`config.mk`:
```
export PLATFORM = sky130hd
export DESIGN_NAME = ssv_supervisor
export DESIGN_NICKNAME = d
export VERILOG_FILES = /design/src/design/ssv_pkg.sv /design/src/design/ssv_supervisor.sv
export VERILOG_INCLUDE_DIRS = /design/src /design/src/design
export SDC_FILE = /design/constraint.sdc
export NUM_CORES = 1
export LEC_CHECK = 0
export BUFFER_PORTS_ARGS = -buffer_cell sky130_fd_sc_hd__buf_2
export CORE_MARGIN = 1.5
export CORE_UTILIZATION = 40
export CTS_CLUSTER_SIZE = 40
export DETAILED_ROUTE_END_ITERATION = 7
export SLEW_MARGIN = 0
export SYNTH_ARGS = -nofsm -noshare
export SYNTH_HDL_FRONTEND = slang
export SYNTH_SLANG_ARGS = --single-unit
```
`constraint.sdc`:
```
create_clock -name mclk -period 5.09 [get_ports mclk]
set_input_delay 0.7635 -clock mclk [delete_from_list [all_inputs] [get_ports mclk]]
set_output_delay 0.7635 -clock mclk [all_outputs]
set_load 0.02 [all_outputs]
```
`src/design/ssv_defs.svh`:
```
// Timing constants for the supply reset supervisor.
// Assumes a 100 MHz mclk; included by the package and the design module.
`ifndef SSV_DEFS_SVH
`define SSV_DEFS_SVH
`define SSV_CLK_HZ        100000000
`define SSV_DELAY0_MS     0
`define SSV_DELAY1_MS     55
`define SSV_DELAY2_MS     220
`define SSV_DELAY3_MS     450
`define SSV_DROP_US       20
`define SSV_DROP_CYC      ((`SSV_DROP_US * 100) > 0 ? (`SSV_DROP_US * 100) : 1)
`define SSV_MS_TO_CYC(ms) ((ms) * 100000)
`define SSV_GLITCH_CYC    16
`define SSV_CNT_W         26
`endif

```
`src/design/ssv_pkg.sv`:
```
// Types shared by the supply reset supervisor.
// No surroundings assumed beyond the defs header.
`include "ssv_defs.svh"
package ssv_pkg;
  typedef enum logic [1:0] {
    SSV_DLY_0MS,
    SSV_DLY_55MS,
    SSV_DLY_220MS,
    SSV_DLY_450MS
  } ssv_delay_t;

  typedef struct packed {
    logic supplyLow;
    logic manualResetRequest_n;
  } ssv_inputs_t;

  typedef struct packed {
    logic resetOut;
    logic resetActive;
  } ssv_outputs_t;
endpackage

```
`src/design/ssv_supervisor.sv`:
```
// Digital core of a supply-voltage reset supervisor.
// Assumes supplyLow comes from an analog comparator with hysteresis (asynchronous),
// and manual reset request arrives from a pin; both are synchronised here.
`timescale 1ns/10ps
`include "ssv_defs.svh"

// Function
// - Assert reset whenever the comparator reports supply below threshold.
// - Hold reset for the whole low-supply time, no self-timed release.
// - Release timer runs only while supply stays above threshold plus hysteresis.
// - Four build-time release delays: 0, 55, 220, 450 ms, both polarities.
// - Release delay counts stay inside the tolerance band of each option.
// - Reset asserts well within 20 us of supply drop.
// - Manual request input has no internal pull-up; the pin must be driven high to keep reset off.
// - Manual request causes reset only while driven low.
// - After manual request returns high, wait delay then follow supply.
// - Short glitches on manual request input are filtered out.
// - Output is push-pull, active-low or active-high per build parameter.
// - All logic including the timer starts in a defined state.
// - Reset held during manual request and full timeout after it.
module ssv_supervisor #(
  parameter ssv_pkg::ssv_delay_t DELAY_SEL   = ssv_pkg::SSV_DLY_220MS,
  parameter bit                  ACTIVE_HIGH = 1'b0,
  parameter int                  DELAY0_CYC  = `SSV_MS_TO_CYC(`SSV_DELAY0_MS),
  parameter int                  DELAY1_CYC  = `SSV_MS_TO_CYC(`SSV_DELAY1_MS),
  parameter int                  DELAY2_CYC  = `SSV_MS_TO_CYC(`SSV_DELAY2_MS),
  parameter int                  DELAY3_CYC  = `SSV_MS_TO_CYC(`SSV_DELAY3_MS),
  parameter int                  GLITCH_CYC  = `SSV_GLITCH_CYC
) (
  input  wire logic                  mclk,
  input  wire logic                  reset,
  input  wire ssv_pkg::ssv_inputs_t  pins,
  output ssv_pkg::ssv_outputs_t      status
);
  import ssv_pkg::*;

  localparam int CW = `SSV_CNT_W;

  typedef enum logic [1:0] {
    SSV_ST_HOLD,
    SSV_ST_TIMING,
    SSV_ST_RELEASED
  } ssv_state_t;

  function automatic logic [CW-1:0] delayCycles(input ssv_delay_t sel);
    case (sel)
      SSV_DLY_0MS:   delayCycles = CW'(DELAY0_CYC);
      SSV_DLY_55MS:  delayCycles = CW'(DELAY1_CYC);
      SSV_DLY_220MS: delayCycles = CW'(DELAY2_CYC);
      default:       delayCycles = CW'(DELAY3_CYC);
    endcase
  endfunction

  localparam logic [CW-1:0] DELAY_CYC = delayCycles(DELAY_SEL);

  // Two-stage synchronisers; stage one is read only by stage two
  logic [1:0] lowSync;
  logic [1:0] mrSync;
  always_ff @(posedge mclk) begin
    if (reset) begin
      lowSync <= 2'h3;
      mrSync  <= 2'h3;
    end else begin
      lowSync <= {lowSync[0], pins.supplyLow};
      mrSync  <= {mrSync[0], pins.manualResetRequest_n};
    end
  end

  // Deglitch: a level must persist GLITCH_CYC cycles before it is accepted
  logic       mrFiltered_n;
  logic [7:0] glitchCnt;
  always_ff @(posedge mclk) begin
    if (reset) begin
      mrFiltered_n <= 1'b1;
      glitchCnt    <= 8'h00;
    end else if (mrSync[1] == mrFiltered_n) begin
      glitchCnt <= 8'h00;
    end else if (glitchCnt >= 8'(GLITCH_CYC - 1)) begin
      mrFiltered_n <= mrSync[1];
      glitchCnt    <= 8'h00;
    end else begin
      glitchCnt <= glitchCnt + 8'h01;
    end
  end

  // Low supply or a held manual request forces the hold state
  logic holdCause;
  assign holdCause = lowSync[1] | ~mrFiltered_n;

  ssv_state_t      state;
  ssv_state_t      next_state;
  logic [CW-1:0]   timer;

  always_comb begin
    next_state = state;
    case (state)
      SSV_ST_HOLD: begin
        if (!holdCause) begin
          next_state = (DELAY_CYC == '0) ? SSV_ST_RELEASED : SSV_ST_TIMING;
        end
      end
      SSV_ST_TIMING: begin
        if (holdCause) begin
          next_state = SSV_ST_HOLD;
        end else if (timer >= DELAY_CYC - CW'(1)) begin
          next_state = SSV_ST_RELEASED;
        end
      end
      default: begin
        if (holdCause) begin
          next_state = SSV_ST_HOLD;
        end
      end
    endcase
  end

  always_ff @(posedge mclk) begin
    if (reset) begin
      state <= SSV_ST_HOLD;
    end else begin
      state <= next_state;
    end
  end

  // Timer restarts on every hold so a bounce never shortens the delay
  always_ff @(posedge mclk) begin
    if (reset) begin
      timer <= '0;
    end else if (state == SSV_ST_TIMING && !holdCause) begin
      timer <= timer + CW'(1);
    end else begin
      timer <= '0;
    end
  end

  // Output from a flip-flop; push-pull so no pull-up is expected outside
  logic resetActive;
  always_ff @(posedge mclk) begin
    if (reset) begin
      resetActive <= 1'b1;
    end else begin
      resetActive <= (next_state != SSV_ST_RELEASED);
    end
  end

  // One driver for the whole struct; the pin is the flop or its inversion per ACTIVE_HIGH, so it cannot glitch
  assign status = '{resetOut: (ACTIVE_HIGH ? resetActive : ~resetActive),
                    resetActive: resetActive};

  // Checker helpers: run lengths of cause-free time and of each raw manual request level, saturating so they never wrap
  logic [CW-1:0] quietCnt;
  logic [7:0]    mrLowRun;
  logic [7:0]    mrHighRun;

  always_ff @(posedge mclk) begin
    if (reset) begin
      quietCnt <= '0;
    end else if (holdCause) begin
      quietCnt <= '0;
    end else if (quietCnt != '1) begin
      quietCnt <= quietCnt + CW'(1);
    end
  end

  always_ff @(posedge mclk) begin
    if (reset) begin
      mrLowRun <= 8'h00;
    end else if (mrSync[1]) begin
      mrLowRun <= 8'h00;
    end else if (mrLowRun != 8'hff) begin
      mrLowRun <= mrLowRun + 8'h01;
    end
  end

  always_ff @(posedge mclk) begin
    if (reset) begin
      mrHighRun <= 8'h00;
    end else if (!mrSync[1]) begin
      mrHighRun <= 8'h00;
    end else if (mrHighRun != 8'hff) begin
      mrHighRun <= mrHighRun + 8'h01;
    end
  end

  a_low_forces_reset: assert property (@(posedge mclk) disable iff (reset)
    lowSync[1] |=> resetActive)
    else $error("reset not asserted while supply low");

  a_low_holds_reset: assert property (@(posedge mclk) disable iff (reset)
    (lowSync[1] && resetActive) |=> resetActive)
    else $error("reset released during low supply");

  a_drop_latency: assert property (@(posedge mclk) disable iff (reset)
    $rose(pins.supplyLow) |-> ##[1:4] resetActive)
    else $error("reset slow after supply drop");

  a_mr_holds_reset: assert property (@(posedge mclk) disable iff (reset)
    !mrFiltered_n |=> resetActive)
    else $error("manual request did not hold reset");

  a_glitch_rejected: assert property (@(posedge mclk) disable iff (reset)
    $fell(mrFiltered_n) |-> $past(mrSync[1], 1) == 1'b0 && glitchCnt == 8'h00)
    else $error("manual request accepted without filter");

  a_release_timed: assert property (@(posedge mclk) disable iff (reset)
    (state == SSV_ST_TIMING && timer < DELAY_CYC - CW'(1)) |=> resetActive)
    else $error("reset released before timeout");

  a_polarity_out: assert property (@(posedge mclk) disable iff (reset)
    status.resetOut == (ACTIVE_HIGH ? resetActive : !resetActive))
    else $error("output polarity wrong");

  a_timer_bound: assert property (@(posedge mclk) disable iff (reset)
    timer <= DELAY_CYC)
    else $error("timer exceeded delay");

  a_hold_restarts: assert property (@(posedge mclk) disable iff (reset)
    (state == SSV_ST_TIMING && holdCause) |=> (state == SSV_ST_HOLD && timer == '0))
    else $error("timer kept running under hold");

  a_init_state: assert property (@(posedge mclk)
    $fell(reset) |-> (state == SSV_ST_HOLD && resetActive))
    else $error("reset did not initialise logic");

  // Both synchronisers are exactly two stages once reset has flushed them
  a_sync_supply: assert property (@(posedge mclk) disable iff (reset)
    (!$past(reset) && !$past(reset, 2))
    |-> lowSync[1] == $past(pins.supplyLow, 2))
    else $error("supply synchroniser depth wrong");

  a_sync_manual: assert property (@(posedge mclk) disable iff (reset)
    (!$past(reset) && !$past(reset, 2))
    |-> mrSync[1] == $past(pins.manualResetRequest_n, 2))
    else $error("manual synchroniser depth wrong");

  // A new filter level needs a full run of the same raw level behind it
  a_filter_fall: assert property (@(posedge mclk) disable iff (reset)
    $fell(mrFiltered_n) |-> mrLowRun >= 8'(GLITCH_CYC))
    else $error("manual request accepted too soon");

  a_filter_rise: assert property (@(posedge mclk) disable iff (reset)
    $rose(mrFiltered_n) |-> mrHighRun >= 8'(GLITCH_CYC))
    else $error("manual request dropped too soon");

  a_quiet_before_fall: assert property (@(posedge mclk) disable iff (reset)
    $fell(resetActive) |-> quietCnt >= DELAY_CYC)
    else $error("release came before the full delay");

  a_released_quiet: assert property (@(posedge mclk) disable iff (reset)
    !resetActive |-> !$past(holdCause))
    else $error("released while a cause was present");

  a_hold_clears_timer: assert property (@(posedge mclk) disable iff (reset)
    (state == SSV_ST_HOLD) |-> (timer == '0))
    else $error("timer running during hold");

  a_timing_entry: assert property (@(posedge mclk) disable iff (reset)
    (state == SSV_ST_HOLD && !holdCause) |=> (state != SSV_ST_HOLD))
    else $error("timer not started after cause ended");

  a_timer_counts: assert property (@(posedge mclk) disable iff (reset)
    (state == SSV_ST_TIMING && !holdCause && timer < DELAY_CYC - CW'(1))
    |=> (timer == $past(timer) + CW'(1)))
    else $error("timer skipped a count");

  a_released_stays: assert property (@(posedge mclk) disable iff (reset)
    (state == SSV_ST_RELEASED && !holdCause) |=> (state == SSV_ST_RELEASED && !resetActive))
    else $error("output did not follow supply after release");

  a_manual_high_quiet: assert property (@(posedge mclk) disable iff (reset)
    (mrFiltered_n && !lowSync[1] && state == SSV_ST_RELEASED) |=> !resetActive)
    else $error("high manual level caused reset");
endmodule

```
==> results.json, run 1 <==
{
  "status": "finished, final reports clean",
  "grt_util_all_layers_pct": 12.3,
  "detailed_placer_s_ending_hpwl_um": 1920,
  "synth-main-ff-cell": "dfxtp_1",
  "synth.lib_cells_used.distinct": 33,
  "timing.final.ws_setup_ps": 3090,
  "detail_route.wl_per_cell_um": 10.8,
  "cp_startpoint_kind": "flip-flop",
  "first_pass_iters": 4,
  "setup_total_negative_slack_ps": 0,
  "postSynthRegisterBits": 42,
  "grt_overflow_total": 0,
  "std_cell_rows": 23,
  "clkSinkCount": 42,
  "route.vias.total": 1217,
  "clockPowerShare_pct": 36.8,
  "power_per_cell_area_nw_per_um2": 281,
  "cp.arrival_ps": 2150,
  "share_comb_of_total_power_pct": 1.0,
  "yosysSeqAreaShare_pct": 47.8,
  "numCtsBuffers": 5,
  "internal_power_mw": 0.427,
  "worst_slew_pin_slew_ps": 832,
  "share_seq_of_total_power_pct": 62.2,
  "clock_path_buffers": 2,
  "finalCritPeriodShare_pct": 39.4,
  "total_die_area_um2": 4800,
  "sw_frac_of_total_pct": 20.3,
  "grt_max_degree": 26,
  "timing_worst_setup_path_type": "reg -> reg",
  "final_max_slew_viol_count": 0,
  "cts.htree.levels": 2,
  "first_global_vias": 1129,
  "critPathRequiredTime_ps": 5240,
  "highest_ir_drop_seen_on_vdd_uv": 208,
  "drive_above_1_share_pct": 9.80,
  "static-leakage-power_nw": 0.652,
  "ctsResizeCount": 0,
  "diodes": 0,
  "fin_crit_ps": 2000,
  "post-place-ws_ps": 3010,
  "max-cap-violations": 0,
  "fin_nets": 210,
  "hold_viol": 0,
  "synth.yosys.warnings": 0,
  "final_antenna_net_count": 0,
  "drtIter0Drc": 42,
  "fraction_of_registers_with_async_set_or_reset_after_synthesis_pct": 0,
  "syn_inst": 194,
  "place_congestion": 0.732,
  "clock_tree.root_cell": "clkbuf_8",
  "postCtsSetupBuffers": 0,
  "numPortBuffers": 5,
  "die_width_um": 69.3,
  "cts_tree": "built",
  "achievable-frequency_mhz": 499,
  "post_synth_edffs": 0,
  "initial_utilization_pct": 42.7,
  "clock_latency_ps": 290,
  "core_area_um2": 4120,
  "drc": 0,
  "grt_first_pass_wirelength_um": 4740,
  "io_pins": 6,
  "grt_antenna_before_repair": 0,
  "setup_violations": 0,
  "hold_buffers": 0,
  "rsz0062_at_grt": "no",
  "floorplan.die.height_um": 69.3,
  "synth_area_um2": 1760,
  "area_delta_synth_final_pct": 8.40,
  "p_switching_mw": 0.109,
  "worst_clock_skew_ps": 1.96,
  "totalWireLength_um": 2750,
  "critical_path.endpoint_type": "flip-flop",
  "critical_path_peak_fanout": 8,
  "slew_headroom_pct": 44.4,
  "synth_area_per_cell_um2": 9.06,
  "worst_setup_hold_path_clk_slew_ps": 70,
  "viasPerCell": 4.79,
  "hold_class": "reg -> reg"
}
-- layout by cell type, fill, tap and decap left out, drive strengths merged --
cell / count
dfxtp: 42
nor2: 35
xnor2: 18
nand2: 12
nand3: 11
inv: 8
nor3: 8
xor2: 8
o21ai: 5
or2: 5
clkbuf: 5
buf: 5
nand4: 5
and2: 4
conb: 4
and4: 3
or3: 3
a21oi: 3
and3: 3
nor4bb: 2
o21a: 2
ha: 2
clkinv: 2
nor4: 2
nor2b: 1
or4b: 1
nand3b: 1
a31oi: 1
o211ai: 1
nor4b: 1
nor3b: 1
-- metal layers --
| layer | GRT usage, % | wire (um) |
|---|---|---|
| met3 | 3.49 | 71 |
| met4 | 5.88 | 37 |
| met1 | 15.1 | 1370 |
| met5 | 0 | 0 |
| met2 | 19.7 | 1270 |
-- final cells by class --
type,count,area (um2)
inverter,8,30.0
clock buffer,5,68.8
tap,50,62.6
sequential,42,841
clock inverter,2,10.0
fill,408,2210
multi-input combinational,142,868
timing repair buffer,5,25.0
-- power groups by stage --
stage	Clock, mW	Sequential, mW	Combinational [mW]
after floorplan	0	0.341	0.00361
after global placement	0	0.341	0.00544
after detailed placement	0	0.341	0.00552
after CTS	0.207	0.333	0.00555
after global routing	0.222	0.334	0.00632
final	0.197	0.333	0.00549
-- worst max-delay path, stage by stage, from the launching register on --
cell and delay (ps):
dfxtp_1 420, and4_1 270, or4b_1 650, nor3_1 320, xnor2_1 160, nor2_1 50
-- stage by stage --
step | hold slack [ps] | cells | utilization, % | power (mW) | area (um2)
floorplan | 389 | 197 | - | 0.344 | 1770
global placement | 392 | 247 | 44.4 | 0.347 | 1830
detailed placement | 405 | 247 | 44.4 | 0.347 | 1830
CTS | 425 | 254 | 46.3 | 0.546 | 1910
global route | 433 | 254 | 46.3 | 0.562 | 1910
finish | 417 | 254 | 46.3 | 0.536 | 1910
-- flip-flops by register name, indices dropped and copies added (netlist names) --
name and cells:
lowSync 2, timer 26, mrFiltered_n 1, state 2, glitchCnt 8, mrSync 2, resetActive 1
-- synthesized netlist by cell type (2+ instances only) --
cell,number,area [um2]
dfxtp_1,42,841
nor2_1,35,131
xnor2_1,18,158
nand2_1,12,45.0
nand3_1,11,55.1
inv_1,8,30.0
nor3_1,8,40.0
xor2_1,8,70.1
o21ai_0,5,25.0
or2_2,5,31.3
and2_1,4,25.0
nand4_1,4,25.0
a21oi_1,3,15.0
and3_1,3,18.8
and4_1,3,26.3
clkbuf_1,3,11.3
or3_1,3,18.8
ha_1,2,25.0
nor4bb_1,2,20.0
o21a_1,2,15.0
-- path summary, 6_finish.rpt --
path         cells after the start                    to                 start  slack (ps)
min                              1  mrSync[1]$_SDFF_PP1_  mrSync[0]$_SDFF_PP1_         420
min reg2reg                      1  mrSync[1]$_SDFF_PP1_  mrSync[0]$_SDFF_PP1_         420
max reg2reg                      5  timer[21]$_SDFF_PP0_   timer[6]$_SDFF_PP0_        3090
max                              5  timer[21]$_SDFF_PP0_   timer[6]$_SDFF_PP0_        3090
-- logic make-up (layout without fill, tap and decap cells) --
family | Yosys count | count (layout) | synth area share (%)
other cells | 1 | 4 | 0.213
buf+inv | 13 | 20 | 3.42
flops | 42 | 42 | 47.8
compound gates | 12 | 12 | 3.91
xor+xnor | 26 | 26 | 13.0
simple gates | 98 | 98 | 30.2
fa+ha+maj | 2 | 2 | 1.42
No activity file was read; power rests on OpenSTA's default activity.
==> run 2, diff against run 1 <==
==> constraint.sdc (replaced) <==
create_clock -name mclk -period 1.9 [get_ports mclk]
set_input_delay 0.285 -clock mclk [delete_from_list [all_inputs] [get_ports mclk]]
set_output_delay 0.285 -clock mclk [all_outputs]
set_load 0.02 [all_outputs]
==> results.json, run 2 (synthesis results as in run 1) <==
{
  "layout_top_registers": "timer x26, glitchCnt x8",
  "setup_violations": 0,
  "drc": 0,
  "critPathBufInv": 1,
  "p_switching_mw": 0.330,
  "status": "finished, final reports clean",
  "internal_power_mw": 1.16,
  "number_of_flip_flops_under_the_largest_register_name": 26,
  "top_usage_layer": "met2",
  "rsz0062_at_grt": "no",
  "initial_utilization_pct": 42.7,
  "first_pass_iters": 4,
  "max-cap-violations": 0,
  "fill_cells": 411,
  "power_per_cell_area_nw_per_um2": 738,
  "share_comb_of_total_power_pct": 1.0,
  "hold_viol": 0,
  "clock_latency_ps": 300,
  "mostFrequentLayoutCell": "dfxtp_1",
  "finalCoreUtilization_pct": 49.0,
  "route.vias.total": 1272,
  "drive_above_1_share_pct": 15.3,
  "grt_overflow_total": 0,
  "first_global_vias": 1142,
  "worst_clock_skew_ps": 10.3,
  "cts_tree": "built",
  "postCtsSetupBuffers": 0,
  "top_library_cells_by_usage_in_the_layout_fill_and_taps_aside": "dfxtp_1, nor2_1, xnor2_1",
  "sw_frac_of_total_pct": 22.2,
  "grt_util_all_layers_pct": 13.5,
  "worst_setup_hold_path_clk_slew_ps": 90,
  "clockPowerShare_pct": 39.0,
  "total_die_area_um2": 4800,
  "setup_total_negative_slack_ps": 0,
  "clock_path_buffers": 2,
  "numPortBuffers": 5,
  "clkSinkCount": 42,
  "critPathRequiredTime_ps": 2090,
  "detail_route.wl_per_cell_um": 11.0,
  "timing_worst_setup_path_type": "reg -> reg",
  "critical-path-max-stage-delay_ps": 430,
  "power.total_mw": 1.49,
  "cp.arrival_ps": 1930,
  "use_met1_pct": 17.5,
  "clock_tree.root_cell": "clkbuf_8",
  "timing.critical_path.cells": "nand4_1, buf_4, or3_1, nor3_1, xnor2_1, nor2_1",
  "cp_startpoint_kind": "flip-flop",
  "highest_ir_drop_seen_on_vdd_uv": 501,
  "viasPerCell": 4.78,
  "critical-path-top-delay-family": "simple AND/OR/NAND/NOR gates",
  "finalCritPeriodShare_pct": 91.4,
  "max_flop_register": "timer",
  "die_width_um": 69.3,
  "floorplan.die.height_um": 69.3,
  "place_congestion": 0.745,
  "totalWireLength_um": 2940,
  "grt_max_degree": 21,
  "grt_first_pass_wirelength_um": 5170,
  "core_area_um2": 4120,
  "achievable-frequency_mhz": 576,
  "critical_path_peak_fanout": 5,
  "fin_nets": 221,
  "met3_grt_util_pct": 3.92,
  "grt_use_met2_pct": 20.3,
  "cts.htree.levels": 2,
  "timing.final.ws_setup_ps": 163,
  "area_delta_synth_final_pct": 14.8,
  "io_pins": 6,
  "share_seq_of_total_power_pct": 59.9,
  "final_max_slew_viol_count": 0,
  "critical_path.endpoint_type": "flip-flop",
  "diodes": 0,
  "critical_path.slowest_cell": "or3_1",
  "post-place-ws_ps": 26.3,
  "fin_crit_ps": 1740,
  "static-leakage-power_nw": 0.713,
  "std_cell_rows": 23,
  "numCtsBuffers": 5,
  "final_antenna_net_count": 0,
  "detailed_placer_s_ending_hpwl_um": 2120,
  "drtIter0Drc": 51,
  "grt_antenna_before_repair": 0,
  "hold_class": "in -> reg"
}
[run 2: metal layers]
layer  share of wire (%)  routed length, um  up-vias
met5                   0                  0        -
met4                 1.7                 51        0
met3                 2.8                 82        5
met2                  46               1340       18
met1                  50               1460      567
li1                    -                  -      682
[run 2: final timing paths]
check	startpoint	depth (start not counted)	slack (ps)	endpoint
worst min-delay path	pins[0]	2	160	mrSync[0]$_SDFF_PP1_
worst min register to register	mrSync[0]$_SDFF_PP1_	1	420	mrSync[1]$_SDFF_PP1_
worst max-delay path	timer[3]$_SDFF_PP0_	6	160	timer[22]$_SDFF_PP0_
worst max register to register	timer[3]$_SDFF_PP0_	6	160	timer[22]$_SDFF_PP0_
[run 2: power by group through the flow]
stage,combinational (mW),clock [mW],sequential (mW)
floorplan,0.00966,0,0.913
global placement,0.0149,0,0.914
detailed placement,0.0152,0,0.914
CTS,0.0153,0.606,0.893
global route,0.0173,0.650,0.894
finish,0.0154,0.582,0.893
[run 2: repair_timing]
| item | in CTS | in global routing |
|---|---|---|
| gates resized for setup | 0 | 1 |
| hold buffers | 0 | 0 |
| endpoints found under the setup margin | 0 | 5 |
[run 2: per-stage QoR]
step                      instances  hold WS (ps)  area, um2
after floorplan                 197           389       1770
after global placement          258           393       1920
after detailed placement        258           399       1920
after CTS                       266           152       2010
after global routing            266           146       2020
final                           266           162       2020
[run 2: layout make-up]
cell class | instances | area (um2) | share of cell area [%]
Clock buffer | 5 | 68.8 | 3.41
Clock inverter | 3 | 23.8 | 1.18
Inverter | 8 | 30.0 | 1.49
Multi-Input combinational cell | 142 | 872 | 43.2
Sequential cell | 42 | 841 | 41.7
Tap cell | 50 | 62.6 | 3.10
Timing Repair Buffer | 16 | 120 | 5.95
